## config.mk

```make
export PLATFORM = sky130hd
export DESIGN_NAME = pcm_ctrl
export DESIGN_NICKNAME = d
export VERILOG_FILES = /design/src/design/pcm_pkg.sv /design/src/design/pcm_ctrl.sv
export VERILOG_INCLUDE_DIRS = /design/src /design/src/design
export SDC_FILE = /design/constraint.sdc
export NUM_CORES = 1
export LEC_CHECK = 0
export ABC_AREA = 1
export BUFFER_PORTS_ARGS = -buffer_cell sky130_fd_sc_hd__clkbuf_2
export CAP_MARGIN = 20
export CORE_MARGIN = 2
export CORE_UTILIZATION = 45
export CTS_CLUSTER_SIZE = 20
export DETAILED_ROUTE_END_ITERATION = 7
export PLACE_DENSITY = 0.65
export SYNTH_ARGS = -nofsm -noshare
export SYNTH_HDL_FRONTEND = slang
export SYNTH_SLANG_ARGS = --single-unit
```

## constraint.sdc

```tcl
create_clock -name aclk -period 2 [get_ports aclk]
set_input_delay 0.2 -clock aclk [delete_from_list [all_inputs] [get_ports aclk]]
set_output_delay 0.2 -clock aclk [all_outputs]
set_load 0.03 [all_outputs]
```

## src/design/pcm_defines.svh

```systemverilog
// offsets, field positions, reset values and timing counts for the charging mode block
`ifndef PCM_DEFINES_SVH
`define PCM_DEFINES_SVH
`define PCM_NPORT          4
`define PCM_ADDR_CHG_EN    8'h00
`define PCM_ADDR_CTRL      8'h04
`define PCM_ADDR_CTRL2     8'h08
`define PCM_ADDR_STRAPS    8'h0c
`define PCM_ADDR_STATUS    8'h10
`define PCM_CTRL_DIVSEL    4
`define PCM_CTRL_AUTODIS   1
`define PCM_CTRL2_FULL     0
`define PCM_CTRL2_HSET_N   1
`define PCM_RST_CHG_EN     4'h0
`define PCM_RST_CTRL       8'h02
`define PCM_RST_CTRL2      8'h00
`define PCM_OFF_TIME_NS    1000
`define PCM_CLK_NS         5
`define PCM_OFF_CYC        ((`PCM_OFF_TIME_NS + `PCM_CLK_NS - 1) / `PCM_CLK_NS)
`endif

```

## src/design/pcm_pkg.sv

```systemverilog
// types for the charging mode block
package pcm_pkg;
    typedef enum logic [2:0] {
        PCM_NONE = 3'b000,
        PCM_CDP  = 3'b001,
        PCM_HIGH = 3'b010,
        PCM_MID  = 3'b011,
        PCM_LOW  = 3'b100,
        PCM_HSET = 3'b101,
        PCM_DCP  = 3'b110
    } pcm_mode_t;
    typedef struct packed {
        logic [3:0] charge_enable_straps;
        logic       auto_cycle_pin_n;
        logic       full_cycle_pin;
        logic       power_switching_disable_pin;
        logic       ganged_pin;
        logic       serial_slave_select_pin;
        logic       power_enable_polarity_pin;
    } pcm_straps_t;
    typedef struct packed {
        logic       vbus_valid;
        logic       configured;
        logic       host_port_power;
    } pcm_upstream_t;
endpackage

```

## src/design/pcm_ctrl.sv

```systemverilog
// per-port charging mode controller with an AXI4-Lite register slave
//
// The AXI4-Lite interface to the registers and the address map are this design's own decisions.
`timescale 1ns/1ps
`include "pcm_defines.svh"
module pcm_ctrl (
    input  wire logic                   aclk,
    input  wire logic                   aresetn,
    input  wire pcm_pkg::pcm_straps_t   straps,
    input  wire pcm_pkg::pcm_upstream_t upstream,
    input  wire logic                   memory_present,
    input  wire logic [3:0]             dp_pullup_detect,
    input  wire logic [3:0]             line_voltage_detect,
    output logic [3:0]                  port_power_enable,
    output logic                        per_port_switching,
    output logic [11:0]                 port_mode,
    input  wire logic [7:0]             s_axi_awaddr,
    input  wire logic                   s_axi_awvalid,
    output logic                        s_axi_awready,
    input  wire logic [31:0]            s_axi_wdata,
    input  wire logic [3:0]             s_axi_wstrb,
    input  wire logic                   s_axi_wvalid,
    output logic                        s_axi_wready,
    output logic [1:0]                  s_axi_bresp,
    output logic                        s_axi_bvalid,
    input  wire logic                   s_axi_bready,
    input  wire logic [7:0]             s_axi_araddr,
    input  wire logic                   s_axi_arvalid,
    output logic                        s_axi_arready,
    output logic [31:0]                 s_axi_rdata,
    output logic [1:0]                  s_axi_rresp,
    output logic                        s_axi_rvalid,
    input  wire logic                   s_axi_rready
);
    import pcm_pkg::*;

    localparam int OFF_CYC = `PCM_OFF_CYC;

    pcm_straps_t   strap_s1_q, strap_s2_q, strap_s3_q, strap_q;
    pcm_upstream_t up_s1_q, up_s2_q, up_s3_q, up_q;
    logic [3:0]    pu_s1_q, pu_s2_q, pu_s3_q, pu_q;
    logic [3:0]    lv_s1_q, lv_s2_q, lv_s3_q, lv_q;
    logic          mem_s1_q, mem_s2_q, mem_s3_q, mem_q;
    logic          captured_q;
    logic [3:0]    port_charge_enable_q;
    logic [7:0]    ctrl_q;
    logic [7:0]    ctrl2_q;
    logic [3:0]    chg_en;
    logic          auto_cycle_mode, full_cycle, hset_en, div_high, connected;
    pcm_mode_t     top_div;
    logic          aw_q, w_q;
    logic [7:0]    awaddr_q;
    logic [31:0]   wdata_q;
    logic [3:0]    wstrb_q;

    // three-stage input synchronisers; change taken when stages two and three agree
    always_ff @(posedge aclk) begin
        strap_s1_q <= straps;
        strap_s2_q <= strap_s1_q;
        strap_s3_q <= strap_s2_q;
        up_s1_q    <= upstream;
        up_s2_q    <= up_s1_q;
        up_s3_q    <= up_s2_q;
        pu_s1_q    <= dp_pullup_detect;
        pu_s2_q    <= pu_s1_q;
        pu_s3_q    <= pu_s2_q;
        lv_s1_q    <= line_voltage_detect;
        lv_s2_q    <= lv_s1_q;
        lv_s3_q    <= lv_s2_q;
        mem_s1_q   <= memory_present;
        mem_s2_q   <= mem_s1_q;
        mem_s3_q   <= mem_s2_q;
    end

    // filtered views of the pins
    always_ff @(posedge aclk) begin
        if (!aresetn) begin
            up_q  <= '0;
            pu_q  <= 4'h0;
            lv_q  <= 4'h0;
            mem_q <= 1'b0;
        end else begin
            if (up_s2_q == up_s3_q) up_q <= up_s3_q;
            pu_q <= (pu_s2_q & pu_s3_q) | (pu_q & (pu_s2_q | pu_s3_q));
            lv_q <= (lv_s2_q & lv_s3_q) | (lv_q & (lv_s2_q | lv_s3_q));
            if (mem_s2_q == mem_s3_q) mem_q <= mem_s3_q;
        end
    end

    // strap capture on the first cycle after reset release in which stages two and three agree
    always_ff @(posedge aclk) begin
        if (!aresetn) begin
            captured_q <= 1'b0;
            strap_q    <= '0;
        end else if (!captured_q && strap_s2_q == strap_s3_q) begin
            captured_q <= 1'b1;
            strap_q    <= strap_s3_q;
        end
    end

    // effective configuration: enable, cycling from registers with memory, straps without; full cycle from either; connected from up_q; rest from registers
    always_comb begin
        chg_en          = mem_q ? port_charge_enable_q
                                : strap_q.charge_enable_straps;
        auto_cycle_mode = mem_q ? !ctrl_q[`PCM_CTRL_AUTODIS]
                                : !strap_q.auto_cycle_pin_n;
        full_cycle      = ctrl2_q[`PCM_CTRL2_FULL] | strap_q.full_cycle_pin;
        hset_en         = !ctrl2_q[`PCM_CTRL2_HSET_N];
        div_high        = !ctrl_q[`PCM_CTRL_DIVSEL];
        top_div         = (full_cycle || div_high) ? PCM_HIGH : PCM_MID;
        connected       = up_q.vbus_valid;
    end

    // per-port mode machines
    genvar gi;
    generate
        for (gi = 0; gi < `PCM_NPORT; gi++) begin : g_port
            pcm_mode_t mode_q;
            pcm_mode_t after_q;
            logic [7:0] off_q;
            logic       ev;
            assign ev = pu_q[gi];
            always_ff @(posedge aclk) begin
                if (!aresetn || !captured_q) begin
                    mode_q                <= PCM_NONE;
                    after_q               <= PCM_NONE;
                    off_q                 <= 8'h00;
                    port_power_enable[gi] <= 1'b0;
                end else if (!chg_en[gi]) begin
                    mode_q                <= PCM_NONE;
                    off_q                 <= 8'h00;
                    port_power_enable[gi] <= up_q.host_port_power;
                end else if (connected) begin
                    off_q                 <= 8'h00;
                    mode_q <= (up_q.configured && up_q.host_port_power)
                              ? PCM_CDP : PCM_NONE;
                    port_power_enable[gi] <= up_q.host_port_power;
                end else if (!auto_cycle_mode) begin
                    // cycling off also cuts a pending off period short, so no
                    // divider level can appear once cycling is disabled
                    off_q                 <= 8'h00;
                    mode_q                <= PCM_DCP;
                    port_power_enable[gi] <= 1'b1;
                end else if (off_q != 8'h00) begin
                    off_q <= off_q - 8'h01;
                    if (off_q == 8'h01) begin
                        mode_q                <= after_q;
                        port_power_enable[gi] <= 1'b1;
                    end
                end else begin
                    port_power_enable[gi] <= 1'b1;
                    case (mode_q)
                        PCM_HIGH, PCM_MID, PCM_LOW: begin
                            if (ev) begin
                                port_power_enable[gi] <= 1'b0;
                                off_q                 <= 8'(OFF_CYC);
                                if (full_cycle && mode_q == PCM_HIGH)
                                    after_q <= PCM_MID;
                                else if (full_cycle && mode_q == PCM_MID)
                                    after_q <= PCM_LOW;
                                else
                                    after_q <= hset_en ? PCM_HSET : PCM_DCP;
                            end
                        end
                        PCM_HSET: begin
                            if (ev) begin
                                port_power_enable[gi] <= 1'b0;
                                off_q                 <= 8'(OFF_CYC);
                                after_q               <= PCM_DCP;
                            end
                        end
                        PCM_DCP: begin
                            if (ev || lv_q[gi]) begin
                                port_power_enable[gi] <= 1'b0;
                                off_q                 <= 8'(OFF_CYC);
                                after_q               <= top_div;
                            end
                        end
                        default: begin
                            mode_q <= top_div;
                        end
                    endcase
                end
            end
            always_ff @(posedge aclk) begin
                if (!aresetn) port_mode[gi*3 +: 3] <= 3'h0;
                else          port_mode[gi*3 +: 3] <= mode_q;
            end
        end
    endgenerate

    // per-port switching forced while any port charges
    always_ff @(posedge aclk) begin
        if (!aresetn) per_port_switching <= 1'b0;
        else per_port_switching <= (|chg_en) | !strap_q.ganged_pin;
    end

    // write channel: address and data taken in either order
    always_ff @(posedge aclk) begin
        if (!aresetn) begin
            aw_q <= 1'b0;
            w_q <= 1'b0;
            awaddr_q <= 8'h00;
            wdata_q <= 32'h0;
            wstrb_q <= 4'h0;
            s_axi_bvalid <= 1'b0;
            port_charge_enable_q <= `PCM_RST_CHG_EN;
            ctrl_q <= `PCM_RST_CTRL;
            ctrl2_q <= `PCM_RST_CTRL2;
        end else begin
            if (s_axi_awvalid && s_axi_awready) begin
                aw_q <= 1'b1;
                awaddr_q <= s_axi_awaddr;
            end
            if (s_axi_wvalid && s_axi_wready) begin
                w_q <= 1'b1;
                wdata_q <= s_axi_wdata;
                wstrb_q <= s_axi_wstrb;
            end
            if (aw_q && w_q && !s_axi_bvalid) begin
                s_axi_bvalid <= 1'b1;
                aw_q <= 1'b0;
                w_q <= 1'b0;
                if (wstrb_q[0]) begin
                    if (awaddr_q == `PCM_ADDR_CHG_EN) port_charge_enable_q <= wdata_q[3:0];
                    else if (awaddr_q == `PCM_ADDR_CTRL) ctrl_q <= wdata_q[7:0];
                    else if (awaddr_q == `PCM_ADDR_CTRL2) ctrl2_q <= wdata_q[7:0];
                end
            end
            if (s_axi_bvalid && s_axi_bready) s_axi_bvalid <= 1'b0;
        end
    end

    // ready flags and write response code
    always_ff @(posedge aclk) begin
        if (!aresetn) begin
            s_axi_awready <= 1'b0;
            s_axi_wready <= 1'b0;
            s_axi_bresp <= 2'b00;
        end else begin
            s_axi_awready <= !aw_q && !(s_axi_awvalid && s_axi_awready) && !s_axi_bvalid;
            s_axi_wready <= !w_q && !(s_axi_wvalid && s_axi_wready) && !s_axi_bvalid;
            if (aw_q && w_q && !s_axi_bvalid)
                s_axi_bresp <= (awaddr_q <= `PCM_ADDR_CTRL2) ? 2'b00 : 2'b10;
        end
    end

    // read channel
    always_ff @(posedge aclk) begin
        if (!aresetn) begin
            s_axi_arready <= 1'b0;
            s_axi_rvalid <= 1'b0;
            s_axi_rdata <= 32'h0;
            s_axi_rresp <= 2'b00;
        end else begin
            s_axi_arready <= !s_axi_rvalid && !(s_axi_arvalid && s_axi_arready);
            if (s_axi_arvalid && s_axi_arready) begin
                s_axi_rvalid <= 1'b1;
                s_axi_rresp <= 2'b00;
                if (s_axi_araddr == `PCM_ADDR_CHG_EN) s_axi_rdata <= {28'h0, port_charge_enable_q};
                else if (s_axi_araddr == `PCM_ADDR_CTRL) s_axi_rdata <= {24'h0, ctrl_q};
                else if (s_axi_araddr == `PCM_ADDR_CTRL2) s_axi_rdata <= {24'h0, ctrl2_q};
                else if (s_axi_araddr == `PCM_ADDR_STRAPS) s_axi_rdata <= {22'h0, strap_q};
                else if (s_axi_araddr == `PCM_ADDR_STATUS)
                    s_axi_rdata <= {16'h0, port_power_enable, port_mode};
                else begin
                    s_axi_rdata <= 32'h0;
                    s_axi_rresp <= 2'b10;
                end
            end else if (s_axi_rvalid && s_axi_rready) begin
                s_axi_rvalid <= 1'b0;
            end
        end
    end

    // power drops on the edge that starts the off period
    AST_PWR_OFF_DROP: assert property (@(posedge aclk) disable iff (!aresetn)
        (g_port[0].off_q == 8'(OFF_CYC)) |-> !port_power_enable[0])
        else $error("port power stayed on at start of off period");
    // connection clears any off period on the next edge
    AST_CONNECT_ABANDON: assert property (@(posedge aclk) disable iff (!aresetn)
        (connected && captured_q) |=> (g_port[1].off_q == 8'h00))
        else $error("cycle kept running after connection");
    // cycling off parks enabled, unconnected ports in dedicated mode
    AST_DCP_NO_AUTO: assert property (@(posedge aclk) disable iff (!aresetn)
        (captured_q && chg_en[0] && !connected && !auto_cycle_mode && g_port[0].off_q == 8'h00)
        |=> g_port[0].mode_q == PCM_DCP)
        else $error("dedicated mode not used with cycling off");
    // downstream charging only after configuration was seen
    AST_CDP_GATE: assert property (@(posedge aclk) disable iff (!aresetn)
        (g_port[2].mode_q == PCM_CDP) |-> $past(up_q.configured))
        else $error("cdp without configuration");
    // line voltage in dedicated mode gives a full off period, then power again
    AST_DCP_TO_DIV: assert property (@(posedge aclk) disable iff (!aresetn)
        (g_port[0].mode_q == PCM_DCP && auto_cycle_mode && !connected && chg_en[0]
         && g_port[0].off_q == 8'h00 && lv_q[0]) |=> !port_power_enable[0]
         ##(OFF_CYC) port_power_enable[0])
        else $error("dedicated exit sequence wrong");
    // a disabled port offers nothing
    AST_NOT_CHARGING: assert property (@(posedge aclk) disable iff (!aresetn)
        !chg_en[3] |=> g_port[3].mode_q == PCM_NONE)
        else $error("mode set on disabled port");
    // charging forces per-port power switching
    AST_PERPORT: assert property (@(posedge aclk) disable iff (!aresetn)
        (|chg_en) |=> per_port_switching)
        else $error("ganged switching while charging");
    // divider levels only follow enabled cycling
    AST_DIV_ONLY_AUTO: assert property (@(posedge aclk) disable iff (!aresetn)
        (g_port[0].mode_q == PCM_HIGH) |-> $past(auto_cycle_mode) || $past(auto_cycle_mode, 2))
        else $error("divider mode without cycling");
    // unconnected enabled port keeps power on unless an exit event drops it
    AST_PWR_UNCONN: assert property (@(posedge aclk) disable iff (!aresetn)
        (captured_q && chg_en[0] && !connected && g_port[0].off_q == 8'h00
         && !pu_q[0] && !lv_q[0]) |=> port_power_enable[0])
        else $error("port power off while unconnected and charging");
    // handset exit drops power and heads for dedicated mode
    AST_HSET_EXIT: assert property (@(posedge aclk) disable iff (!aresetn)
        (captured_q && chg_en[0] && !connected && auto_cycle_mode && g_port[0].off_q == 8'h00
         && g_port[0].mode_q == PCM_HSET && pu_q[0])
        |=> !port_power_enable[0] && g_port[0].after_q == PCM_DCP)
        else $error("handset exit sequence wrong");
    // full cycling steps from the high level to the mid level
    AST_FULL_STEP: assert property (@(posedge aclk) disable iff (!aresetn)
        (captured_q && chg_en[0] && !connected && auto_cycle_mode && g_port[0].off_q == 8'h00
         && g_port[0].mode_q == PCM_HIGH && full_cycle && pu_q[0])
        |=> g_port[0].after_q == PCM_MID)
        else $error("full cycle skipped a divider level");
    // main scenarios
    COV_DCP_EXIT: cover property (@(posedge aclk)
        g_port[0].mode_q == PCM_DCP && !port_power_enable[0]);
    COV_CDP: cover property (@(posedge aclk) g_port[0].mode_q == PCM_CDP);
    COV_HSET: cover property (@(posedge aclk) g_port[0].mode_q == PCM_HSET);
    COV_LOW: cover property (@(posedge aclk) g_port[0].mode_q == PCM_LOW);
endmodule // pcm_ctrl

```

======== After elaboration in Yosys (flattened, before gate mapping) ========
Index checks and enable logic that the tools add are counted.
cells by class
  $add $sub $neg .......................... 4
  $lt $le $gt $ge ......................... 1
  equal/unequal tests ..................... 65
  multiplexer cells ....................... 110
  bitwise operators ....................... 23
  reductions and logical operators ........ 94
operator list
  kind                                                  number
  two-way mux 3 bit                                     36
  two-way mux 8 bit                                     12
  two-way mux 16 bit                                    5
  case mux 8 bit (2 select lines)                       4
  equality test 3 bit (second input constant)           12
  case mux 3 bit (3 select lines)                       4
  OR reduction 4 bit                                    9
  two-way mux 1 bit                                     33
  equality test 8 x 1 -> 1 bit (second input constant)  4
  != test 4 x 3 -> 1 bit (second input constant)        8
  AND reduction 8 bit                                   4
  nonzero test 8 bit                                    4
  subtractor 8 x 1 -> 8 bit (second input constant)     4
  equality test 3 x 2 -> 1 bit (second input constant)  8
  equality test 8 x 4 -> 1 bit (second input constant)  3
  != test 2 bit (second input constant)                 12
  nonzero test 3 bit                                    8
  logical AND 1 bit                                     22
  two-way mux 2 bit                                     11
  != test 5 x 4 -> 1 bit (second input constant)        4
  OR reduction 5 bit                                    4
  bitwise AND 4 bit                                     4
  equality test 8 x 3 -> 1 bit (second input constant)  2
  logical NOT 8 bit                                     2
  other kinds (21)                                      78
word-level totals
  register bits ........................... 242
  bits of input ports ..................... 81
  output and inout bits ................... 58
  logic and storage cells ................. 387

======== Depth between registers and ports, before layout ========
Gate-level depths: netlist of the first run.
  depth in word-level cells ............... 7
  gate-level depth with buffers ........... 11
  depth with buffers taken out ............ 11

======== Least setup slack after synthesis of the first run ========
No wires, ideal clock.
  path type ............................... reg2reg
  start ................................... register g_port[0].off_q[0]
  end ..................................... register g_port[0].after_q[1]
  library setup time ...................... 116 ps
  arrival time ............................ 1327 ps
  data required time ...................... 1884 ps
  setup slack ............................. 557 ps
  cell stages (with the launch flop) ...... 10
  path buffers ............................ 0
  cell sequence ........................... dfxtp_1 -> inv_1 -> ha_1 -> nand3_2 -> nor2_4 -> inv_2 -> nor2_4 -> nand3_2 -> o21ai_0 -> nor2_1
between the ends
  longest elaborated chain between the ends .. 3
ends and longest elaborated chain
  what                           RTL line         text
  start, declared                pcm_ctrl.sv:120  logic [7:0] off_q;
  start signal, assigned         pcm_ctrl.sv:145  off_q <= off_q - 8'h01;
  start signal, assigned         pcm_ctrl.sv:156  off_q <= 8'(OFF_CYC);
  start signal, assigned         pcm_ctrl.sv:168  off_q <= 8'(OFF_CYC);
  nonzero test 8 bit             pcm_ctrl.sv:144  end else if (off_q != 8'h00) begin
  NOT 1 bit (no line)            -
  AND reduction 8 bit (no line)  -
  end signal, assigned           pcm_ctrl.sv:162  after_q <= hset_en ? PCM_HSET : PCM_DCP;
  end signal, assigned           pcm_ctrl.sv:176  after_q <= top_div;
  end, declared                  pcm_ctrl.sv:119  pcm_mode_t after_q;
Every way passes these cells.
A chain may end at the register's enable or synchronous reset.

======== Final worst setup path of the first run ========
  start ................................... register g_port[1].off_q[0]
  end ..................................... register g_port[1].mode_q[1]
between the ends
  longest elaborated chain between the ends .. 4
  elaborated cells on any way between the ends .. 8
  those cells by class .................... 3 x eq/ne; 3 x mux; 2 x reduce/logical
ends and longest elaborated chain
  what                    RTL line         text
  start, declared         pcm_ctrl.sv:120
  start signal, assigned  pcm_ctrl.sv:145
  start signal, assigned  pcm_ctrl.sv:156
  start signal, assigned  pcm_ctrl.sv:168
  nonzero test 8 bit      pcm_ctrl.sv:144
  two-way mux 3 bit       pcm_ctrl.sv:144
  two-way mux 3 bit       pcm_ctrl.sv:138  end else if (!auto_cycle_mode) begin
  two-way mux 3 bit       pcm_ctrl.sv:133  end else if (connected) begin
  end signal, assigned    pcm_ctrl.sv:135  mode_q <= (up_q.configured && up_q.host_port_power)
  end signal, assigned    pcm_ctrl.sv:147  mode_q <= after_q;
  end signal, assigned    pcm_ctrl.sv:180  mode_q <= top_div;
  end, declared           pcm_ctrl.sv:118  pcm_mode_t mode_q;
Parallel ways exist; a longest one is shown, timed or not.

==> run metrics, run 1 <==
CP arrival 2.12 ns; Final Hold Violating Endpoints 0; wire length of the first global-routing pass 36,000 microns; max-cap viol count 0; drt total wl 22,000 microns; Post-Synthesis Cells 1,236; Int Power 7.85 mW; Main synth FF type dfxtp_1; Reg2Reg Capture Point g_port[1].mode_q[1]; WHS Path Cells 4; Synth async-reset ratio 0%; worst r2r src g_port[1].off_q[0]; Fin Setup TNS 0 ns; CTS Buf Count 23; total power 10.1 mW; Max Fclk 584 MHz; Synth top area share 47.8%; # DRC 0; routed vias 8,163; Reg clk slew, reported paths 0.06 ns; hold crit path type in -> reg; post-CTS sizing 0; H-Tree Depth 1; instance count on the critical path 9; family with the most delay on the worst path simple AND/OR/NAND/NOR gates; slowest cell on the critical path dfxtp_1; number of flops mapped to enable cells by yosys 0; R2R setup slack 0.29 ns; Initial DRT Pass Iterations 5; Worst setup EP type register; Via-to-Cell Ratio 4.86; WL/cell 13.1 microns; clock sink count 224; crit-path cells inv_1, ha_1, nand2_1, nor2_2, nand2_2, nand2_1, nand2_1, nand2_1, a21oi_1; # diodes 0; Die Y 148 microns; final setup skew 0.00677 ns; CTS Buffer Depth 3; Reg area 0.00448 sq mm; Combinational Power Share 5.5%; P_leak 5.10 nW; io pins 139; initial antenna violation count 0; CORE AREA 0.0204 sq mm; routability congestion estimate from global placement 0.889; Slowest Stage Delay on Critical Path 0.33 ns; fillers 1,904; total grt overflow 0; setup violators final 0; share of layout cells above drive strength 1 16.3%; area of the die 0.0220 sq mm; initial core utilization 46.1%; worst-path maximum fanout 7; Flop pwr share 46.4%; Power Dens Cells 879 mW/mm^2; Final period util 85.6%; post-synthesis cell type count 45; fin. max-slew vios 0; Final HPWL DP 15,900 microns; die span in x 148 microns; Seq cells post-synth 224; Final min period 1.71 ns; area of the multi-input gates 0.00419 sq mm; Hold Crit Endpoint wdata_q[3]; Max VDD drop 0.696 mV; vias in the first global route 7,499; area grow syn2layout 21.9%; Nets 1,484; post-synth top area cell dfxtp_1; Setup crit start kind register; Worst-Skew Late Latency 0.51 ns; number of port buffers 93; HP Start s_axi_wvalid; Sw Share 21.8%; P_sw 2.20 mW; most numerous cell in the Yosys netlist nand2_1; synthesized area 0.00938 sq mm; Ys Warns 0; largest cells by area after synthesis dfxtp_1, nand2_1, nor2_1, o21ai_0, inv_1; sequential share of the synthesized area 47.8%; clock root cell clkbuf_16; CTS tree yes; # rows 52; clock share of power 48.0%; critical path's most frequent cell nand2_1; DRT iter0 DRCs 519; Syn Area/Cell 7.59 sq um; Antenna Nets Post-Route 0; CP required 2.40 ns; unrepaired setup endpoints after global routing no; Post-synth top cells nand2_1, dfxtp_1, nor2_1; outcome finished, final reports clean; R2R cell count 9; largest net degree at the start of global routing 47; Buf+Inv Stages, Crit Path 1; Setup CP Type reg -> reg; gr usage total 19.9%
-- what timing repair did --
item                      in CTS  in global routing
setup buffers                  0                  0
hold buffers                  41                  0
hold endpoints to repair      41                  0
-- layout make-up --
cell class / instances / area share, %
Clock buffer: 29 / 5.58
Clock inverter: 13 / 2.08
Inverter: 135 / 4.43
Multi-Input combinational cell: 851 / 36.6
Sequential cell: 224 / 39.2
Tap cell: 270 / 2.95
Timing Repair Buffer: 156 / 9.10
-- cells by family (layout without fill, tap and decap cells) --
group | after synthesis | count (layout) | share of synthesized area (%)
simple gates | 604 | 604 | 29.0
buf+inv | 178 | 333 | 8.20
fa+ha+maj | 12 | 12 | 1.60
other cells | 1 | 18 | 0.0400
flops | 224 | 224 | 47.8
compound gates | 200 | 200 | 11.8
xor+xnor | 17 | 17 | 1.59
-- how the worst max path moves through the flow --
| stage | start | slack [ns] | endpoint |
|---|---|---|---|
| after CTS | g_port[1].off_q[0] | 0.30 | g_port[1].off_q[4] |
| after detailed placement | g_port[1].off_q[0] | 0.34 | g_port[1].off_q[4] |
| after global routing | g_port[2].off_q[1] | 0.11 | g_port[2].after_q[1] |
| final | g_port[1].off_q[0] | 0.29 | g_port[1].mode_q[1] |
| after global placement | g_port[1].off_q[0] | 0.36 | g_port[1].off_q[4] |
| after floorplan | g_port[0].off_q[0] | 0.56 | g_port[0].after_q[1] |
-- worst register-to-register path, stage by stage (launching register included) --
cell and delay (ns):
dfxtp_1 0.33, inv_1 0.18, ha_1 0.18, nand2_1 0.08, nor2_2 0.30, nand2_2 0.13
nand2_1 0.15, nand2_1 0.11, nand2_1 0.08, a21oi_1 0.06
-- sequential cells by signal (all words and copies together), names as in the netlist, 8 cells and up --
| name | cells |
|---|---|
| g_port.off_q | 32 |
| s_axi_rdata | 16 |
| g_port.after_q | 12 |
| g_port.mode_q | 12 |
| port_mode | 12 |
| strap_q | 10 |
| strap_s1_q | 10 |
| strap_s2_q | 10 |
| strap_s3_q | 10 |
| awaddr_q | 8 |
| ctrl2_q | 8 |
| ctrl_q | 8 |
| wdata_q | 8 |
-- per-layer routing --
metal  share of wire, %  GRT usage [%]  vias to the layer above
met5                  0              0                        -
met4                2.4           5.05                        0
met3                5.3           3.07                       36
met2                 44           31.9                      198
met1                 48           28.1                     3665
li1                   -              -                     4264
-- through the flow --
stage | hold slack, ns | instances | utilization [%] | instance area, sq um | worst slack, ns
floorplan | 0.228 | 1253 | - | 9450 | 0.557
global placement | 0.302 | 1595 | 49.8 | 10200 | 0.355
detailed placement | 0.304 | 1595 | 49.8 | 10200 | 0.336
CTS | 0.0741 | 1678 | 56.2 | 11400 | 0.297
global route | 0.119 | 1678 | 56.2 | 11400 | 0.109
finish | 0.106 | 1678 | 56.2 | 11400 | 0.287
-- power groups by stage --
stage / sequential, mW / combinational [mW] / clock, mW
after CTS: 4.67 / 0.549 / 4.92
after global routing: 4.68 / 0.613 / 5.13
after floorplan: 4.76 / 0.350 / 0
after global placement: 4.76 / 0.479 / 0
after detailed placement: 4.77 / 0.484 / 0
final: 4.67 / 0.554 / 4.83
-- cell usage in the layout (no fill, tap or decap), types with 18 or more instances in the layout --
cell type and n:
dfxtp_1 224, dlygate4sd3_1 41, nor2_1 203, nand4_1 21
nand3_1 69, inv_1 120, o21ai_0 92, buf_4 22
a21oi_1 75, clkbuf_16 23, clkbuf_2 93, conb_1 18
nand2_1 229
No activity file was read; power rests on OpenSTA's default activity.
==> run 2, diff against run 1 <==
- CORE_UTILIZATION: 45 -> 57
- PLACE_DENSITY: 0.65 -> 0.8
==> run metrics, run 2 (same netlist as run 1, synthesis figures left out) <==
Reg2Reg Capture Point g_port[1].mode_q[0] (was g_port[1].mode_q[1]); total grt overflow 0 (unchanged); Die Y 132 microns (was 148 microns); R2R cell count 10 (was 9); wire length of the first global-routing pass 36,400 microns (was 36,000 microns); critical path's most frequent cell nand2_1 (unchanged); Slowest Stage Delay on Critical Path 0.33 ns (about the same); Non-Filler Instances 1,615 (was 1,678); # rows 46 (was 52); Max Fclk 582 MHz (was 584 MHz); largest registers g_port.off_q x32, s_axi_rdata x16 (unchanged); Max VDD drop 0.816 mV (was 0.696 mV); drt total wl 22,200 microns (was 22,000 microns); WL/cell 13.7 microns (was 13.1 microns); crit-path cells inv_1, ha_1, nand2_1, nor2_2, inv_1, nand2_1, nand3_1, nand2_1, nand2_1, a21oi_1 (was inv_1, ha_1, nand2_1, nor2_2, nand2_2, nand2_1, nand2_1, nand2_1, a21oi_1); outcome finished, final reports clean (unchanged); die span in x 132 microns (was 148 microns); R2R setup slack 0.28 ns (was 0.29 ns); Final min period 1.72 ns (was 1.71 ns); area grow syn2layout 19.7% (was 21.9%); P_leak 5.04 nW (was 5.10 nW); CTS Buffer Depth 3 (unchanged); Antenna Nets Post-Route 0 (unchanged); Biggest register g_port.off_q (unchanged); final setup skew 0.00679 ns (was 0.00677 ns); Nets 1,477 (was 1,484); unrepaired setup endpoints after global routing no (unchanged); CTS Buf Count 22 (was 23); Reg clk slew, reported paths 0.07 ns (was 0.06 ns); routability congestion estimate from global placement 0.918 (was 0.889); Worst setup EP type register (unchanged); Final Hold Violating Endpoints 0 (unchanged); Initial DRT Pass Iterations 6 (was 5); clock root cell clkbuf_16 (unchanged); max-cap viol count 0 (unchanged); most frequent cells in the layout nand2_1, dfxtp_1, nor2_1 (unchanged); worst r2r src g_port[1].off_q[0] (unchanged); post-CTS sizing 0 (unchanged); worst-path maximum fanout 7 (unchanged); # DRC 0 (unchanged); initial antenna violation count 0 (unchanged); most common cell after layout, fill and taps aside nand2_1 (unchanged); hold crit path type in -> reg (unchanged); # diodes 0 (unchanged); placed cell count 1,535 (was 1,595); largest net degree at the start of global routing 47 (unchanged); io pins 139 (unchanged); CORE AREA 0.0160 sq mm (was 0.0204 sq mm); initial core utilization 58.6% (was 46.1%); postcts setup bufs 0 (unchanged); Via-to-Cell Ratio 5.16 (was 4.86); H-Tree Depth 1 (unchanged); share of layout cells above drive strength 1 15.6% (was 16.3%); area of the die 0.0175 sq mm (was 0.0220 sq mm); Final HPWL DP 15,100 microns (was 15,900 microns); CP required 2.44 ns (was 2.40 ns); DRT iter0 DRCs 498 (was 519); vias in the first global route 7,832 (was 7,499); gr usage total 24.9% (was 19.9%); CP startpoint g_port[1].off_q[0] (unchanged); clock sink count 224 (unchanged); Setup crit start kind register (unchanged); Power Dens Cells 862 mW/mm^2 (was 879 mW/mm^2); Largest register FFs 32 (unchanged); setup violators final 0 (unchanged); routed vias 8,339 (was 8,163); Final period util 86.0% (was 85.6%); fillers 1,295 (was 1,904); Worst-Skew Late Latency 0.51 ns (about the same); HP Start aresetn (was s_axi_wvalid); slowest cell on the critical path dfxtp_1 (unchanged); Fin Setup TNS 0 ns (unchanged); cts hold-fix bufs 41 (unchanged); CTS tree yes (unchanged); fin. max-slew vios 0 (unchanged); critical path capture point g_port[1].mode_q[0] (was g_port[1].mode_q[1]); Setup CP Type reg -> reg (unchanged); CP arrival 2.16 ns (was 2.12 ns); number of port buffers 93 (unchanged)
## run 2: changes by cell type in the layout (fill, tap and decap cells not counted), moves of 2 or more
cell	previous run	this run
buf_4	22	16
clkinv_2	0	2
clkbuf_1	2	5
clkinvlp_4	3	1
clkinv_4	3	1
bufinv_16	6	4
## run 2: worst min path at each step
stage,endpoint,depth (start not counted),slack (ns)
2_1_floorplan,lv_s1_q[0],0,0.23
3_3_place_gp,lv_s1_q[2],1,0.30
3_5_place_dp,lv_s1_q[2],1,0.30
4_1_cts,s_axi_rdata[1],3,0.1
5_1_grt,s_axi_rdata[1],3,0.12
6_report,s_axi_rdata[1],3,0.12
## run 2: worst max-delay path: cells and delay by family (launching register included)
family / cells / cell delay [ns]
buffers and inverters: 2 / 0.36
adder cells (fa/ha/maj): 1 / 0.19
flip-flops: 1 / 0.33
AND/OR/NAND/NOR: 6 / 0.64
AO/OA/AOI/OAI: 1 / 0.13
## run 2: layer usage
metal  wire length, microns  track usage [%]  vias up
met3                   1320             4.00       47
met1                   9760             31.6     3791
li1                       -                -     4249
met5                      0                0        -
met2                  10500             44.0      252
met4                    573             6.99        0
## run 2: area by class of cell
| cell class | count | area, sq um | share of cell area [%] |
|---|---|---|---|
| clock buffer | 31 | 636 | 5.66 |
| clock inverter | 8 | 146 | 1.30 |
| inverter | 135 | 507 | 4.51 |
| multi-input combinational | 851 | 4190 | 37.3 |
| sequential | 224 | 4480 | 39.9 |
| tap | 216 | 270 | 2.41 |
| timing repair buffer | 150 | 996 | 8.87 |
## run 2: metrics by stage
| step | power (mW) | utilization [%] | area (sq um) | setup slack (ns) | hold WS, ns |
|---|---|---|---|---|---|
| after floorplan | 5.11 | - | 9450 | 0.557 | 0.228 |
| after global placement | 5.22 | 62.7 | 10000 | 0.324 | 0.303 |
| after detailed placement | 5.24 | 62.7 | 10000 | 0.318 | 0.304 |
| after CTS | 9.70 | 70.2 | 11200 | 0.303 | 0.0997 |
| after global routing | 9.98 | 70.2 | 11200 | 0.0962 | 0.120 |
| final | 9.69 | 70.2 | 11200 | 0.281 | 0.117 |
## run 2: power by group
part           total [mW]  switching [mW]  leakage [nW]  internal (mW)
Combinational       0.553           0.344          2.82          0.209
Clock                4.46            1.73         0.380           2.73
Sequential           4.67          0.0812          1.84           4.59
Total                9.69            2.15          5.04           7.53
==> run 3, diff against run 2 <==
- HOLD_SLACK_MARGIN: not set -> 0.12
==> run metrics, run 3 (same netlist as run 1, synthesis figures left out) <==
outcome finished, final reports clean (unchanged); CORE AREA 0.0160 sq mm (unchanged); Int Power 7.53 mW (about the same); Nets 1,480 (was 1,477); CTS tree yes (unchanged); # DRC 0 (unchanged); clock share of power 46.1% (about the same); share of layout cells above drive strength 1 15.5% (was 15.6%); setup violators final 0 (unchanged); DP Area 0.0100 sq mm (unchanged); Largest register FFs 32 (unchanged); R2R cell count 10 (unchanged); Biggest register g_port.off_q (unchanged); H-Tree Depth 1 (unchanged); largest registers g_port.off_q x32, s_axi_rdata x16 (unchanged); total power 9.69 mW (about the same); worst r2r src g_port[1].off_q[0] (unchanged); DRT iter0 DRCs 400 (was 498); Slowest Stage Delay on Critical Path 0.33 ns (about the same); Max Fclk 581 MHz (was 582 MHz); drt total wl 22,100 microns (was 22,200 microns); Layout Cell Area excl Fill 0.0113 sq mm (was 0.0112 sq mm); # diodes 0 (unchanged); Setup crit start kind register (unchanged); dpl ws 0.318 ns (unchanged); Reg clk slew, reported paths 0.07 ns (about the same); gr usage total 25.0% (was 24.9%); total grt overflow 0 (unchanged); initial antenna violation count 0 (unchanged); Initial DRT Pass Iterations 5 (was 6); Worst-Skew Late Latency 0.51 ns (about the same); routed vias 8,359 (was 8,339); Worst setup EP type register (unchanged); Final min period 1.72 ns (about the same); hold crit path type in -> reg (unchanged); Flop pwr share 48.2% (about the same); unrepaired setup endpoints after global routing no (unchanged); Buf+Inv Stages, Crit Path 2 (unchanged); number of port buffers 93 (unchanged); Fin Setup TNS 0 ns (unchanged); Max VDD drop 0.816 mV (about the same); largest net degree at the start of global routing 47 (unchanged); Final HPWL DP 15,100 microns (unchanged); Setup CP Type reg -> reg (unchanged); most common cell after layout, fill and taps aside nand2_1 (unchanged); Via-to-Cell Ratio 5.17 (was 5.16); initial core utilization 58.6% (unchanged); critical path's most frequent cell nand2_1 (unchanged); R2R setup slack 0.28 ns (about the same); wire length of the first global-routing pass 36,500 microns (was 36,400 microns); CTS Buf Count 22 (unchanged); fin. max-slew vios 0 (unchanged); vias in the first global route 7,859 (was 7,832); io pins 139 (unchanged); P_sw 2.15 mW (about the same); CTS Buffer Depth 3 (unchanged); Die Y 132 microns (unchanged); worst-path maximum fanout 7 (unchanged); Non-Filler Instances 1,618 (was 1,615); area grow syn2layout 20.0% (was 19.7%); final setup margin 0.279 ns (was 0.281 ns); post-CTS sizing 0 (unchanged); slowest cell on the critical path dfxtp_1 (unchanged); Antenna Nets Post-Route 0 (unchanged); # rows 46 (unchanged); Power Dens Cells 860 mW/mm^2 (was 862 mW/mm^2); WL/cell 13.7 microns (about the same); routability congestion estimate from global placement 0.918 (unchanged); CP arrival 2.16 ns (about the same); critical path capture point g_port[1].mode_q[0] (unchanged); Final period util 86.1% (was 86.0%); instance count on the critical path 10 (unchanged); crit-path cells inv_1, ha_1, nand2_1, nor2_2, inv_1, nand2_1, nand3_1, nand2_1, nand2_1, a21oi_1 (unchanged); final setup skew 0.00759 ns (was 0.00679 ns); Sw Share 22.2% (about the same); area of the die 0.0175 sq mm (unchanged); most frequent cells in the layout nand2_1, dfxtp_1, nor2_1 (unchanged); CP required 2.44 ns (about the same); Combinational Power Share 5.7% (about the same); die span in x 132 microns (unchanged); P_leak 5.05 nW (was 5.04 nW); max-cap viol count 0 (unchanged); Final Hold Violating Endpoints 0 (unchanged); Reg2Reg Capture Point g_port[1].mode_q[0] (unchanged); placed cell count 1,535 (unchanged); family with the most delay on the worst path simple AND/OR/NAND/NOR gates (unchanged); clock sink count 224 (unchanged); CP startpoint g_port[1].off_q[0] (unchanged); clock root cell clkbuf_16 (unchanged)
[run 3: cell count changes in the layout (fill, tap and decap cells not counted)]
cell | before | now
dlygate4sd3_1 | 41 | 44
[run 3: area by class of cell]
class	instances	area (sq um)
well taps	216	270
fillers	1288	4740
clock buffers	31	636
inverters	135	507
clock inverters	8	146
flip-flops and latches	224	4480
repair buffers	153	1030
multi-input cells	851	4190
[run 3: per-layer routing]
layer / track usage (%) / part of all wire, % / vias up
li1: - / - / 4246
met1: 31.8 / 43 / 3793
met2: 44.0 / 48 / 271
met3: 3.81 / 6.4 / 49
met4: 7.05 / 2.5 / 0
met5: 0 / 0 / -
[run 3: metrics by stage]
stage | hold WS (ns) | util, %
final | 0.151 | 70.4
after global routing | 0.200 | 70.4
after CTS | 0.130 | 70.4
after detailed placement | 0.304 | 62.7
after global placement | 0.303 | 62.7
after floorplan | 0.228 | -
[run 3: power by group through the flow]
stage | Combinational [mW] | Clock [mW] | Sequential [mW]
2_1_floorplan | 0.350 | 0 | 4.76
3_3_place_gp | 0.464 | 0 | 4.76
3_5_place_dp | 0.474 | 0 | 4.77
4_1_cts | 0.545 | 4.49 | 4.67
5_1_grt | 0.615 | 4.69 | 4.68
6_report | 0.555 | 4.46 | 4.67
[run 3: worst min path at each step]
stage                            from     endpoint  slack [ns]  cells past startpoint
2_1_floorplan  line_voltage_detect[0]   lv_s1_q[0]        0.23                      0
3_3_place_gp   line_voltage_detect[2]   lv_s1_q[2]        0.30                      1
3_5_place_dp   line_voltage_detect[2]   lv_s1_q[2]        0.30                      1
4_1_cts                 s_axi_awvalid  awaddr_q[2]        0.13                      3
5_1_grt                 s_axi_awvalid  awaddr_q[2]        0.20                      3
6_report                s_axi_awvalid  awaddr_q[2]        0.15                      3
[run 3: worst min-delay path, cell delays in order]
cell and delay, ns:
clkbuf_2 0.08, nand2_1 0.22, a21oi_1 0.11
[run 3: repair_timing]
action	in CTS	in global routing
endpoints found under the hold margin	47	0
setup buffers	0	0
setup endpoints to repair	0	0
hold buffers	44	0
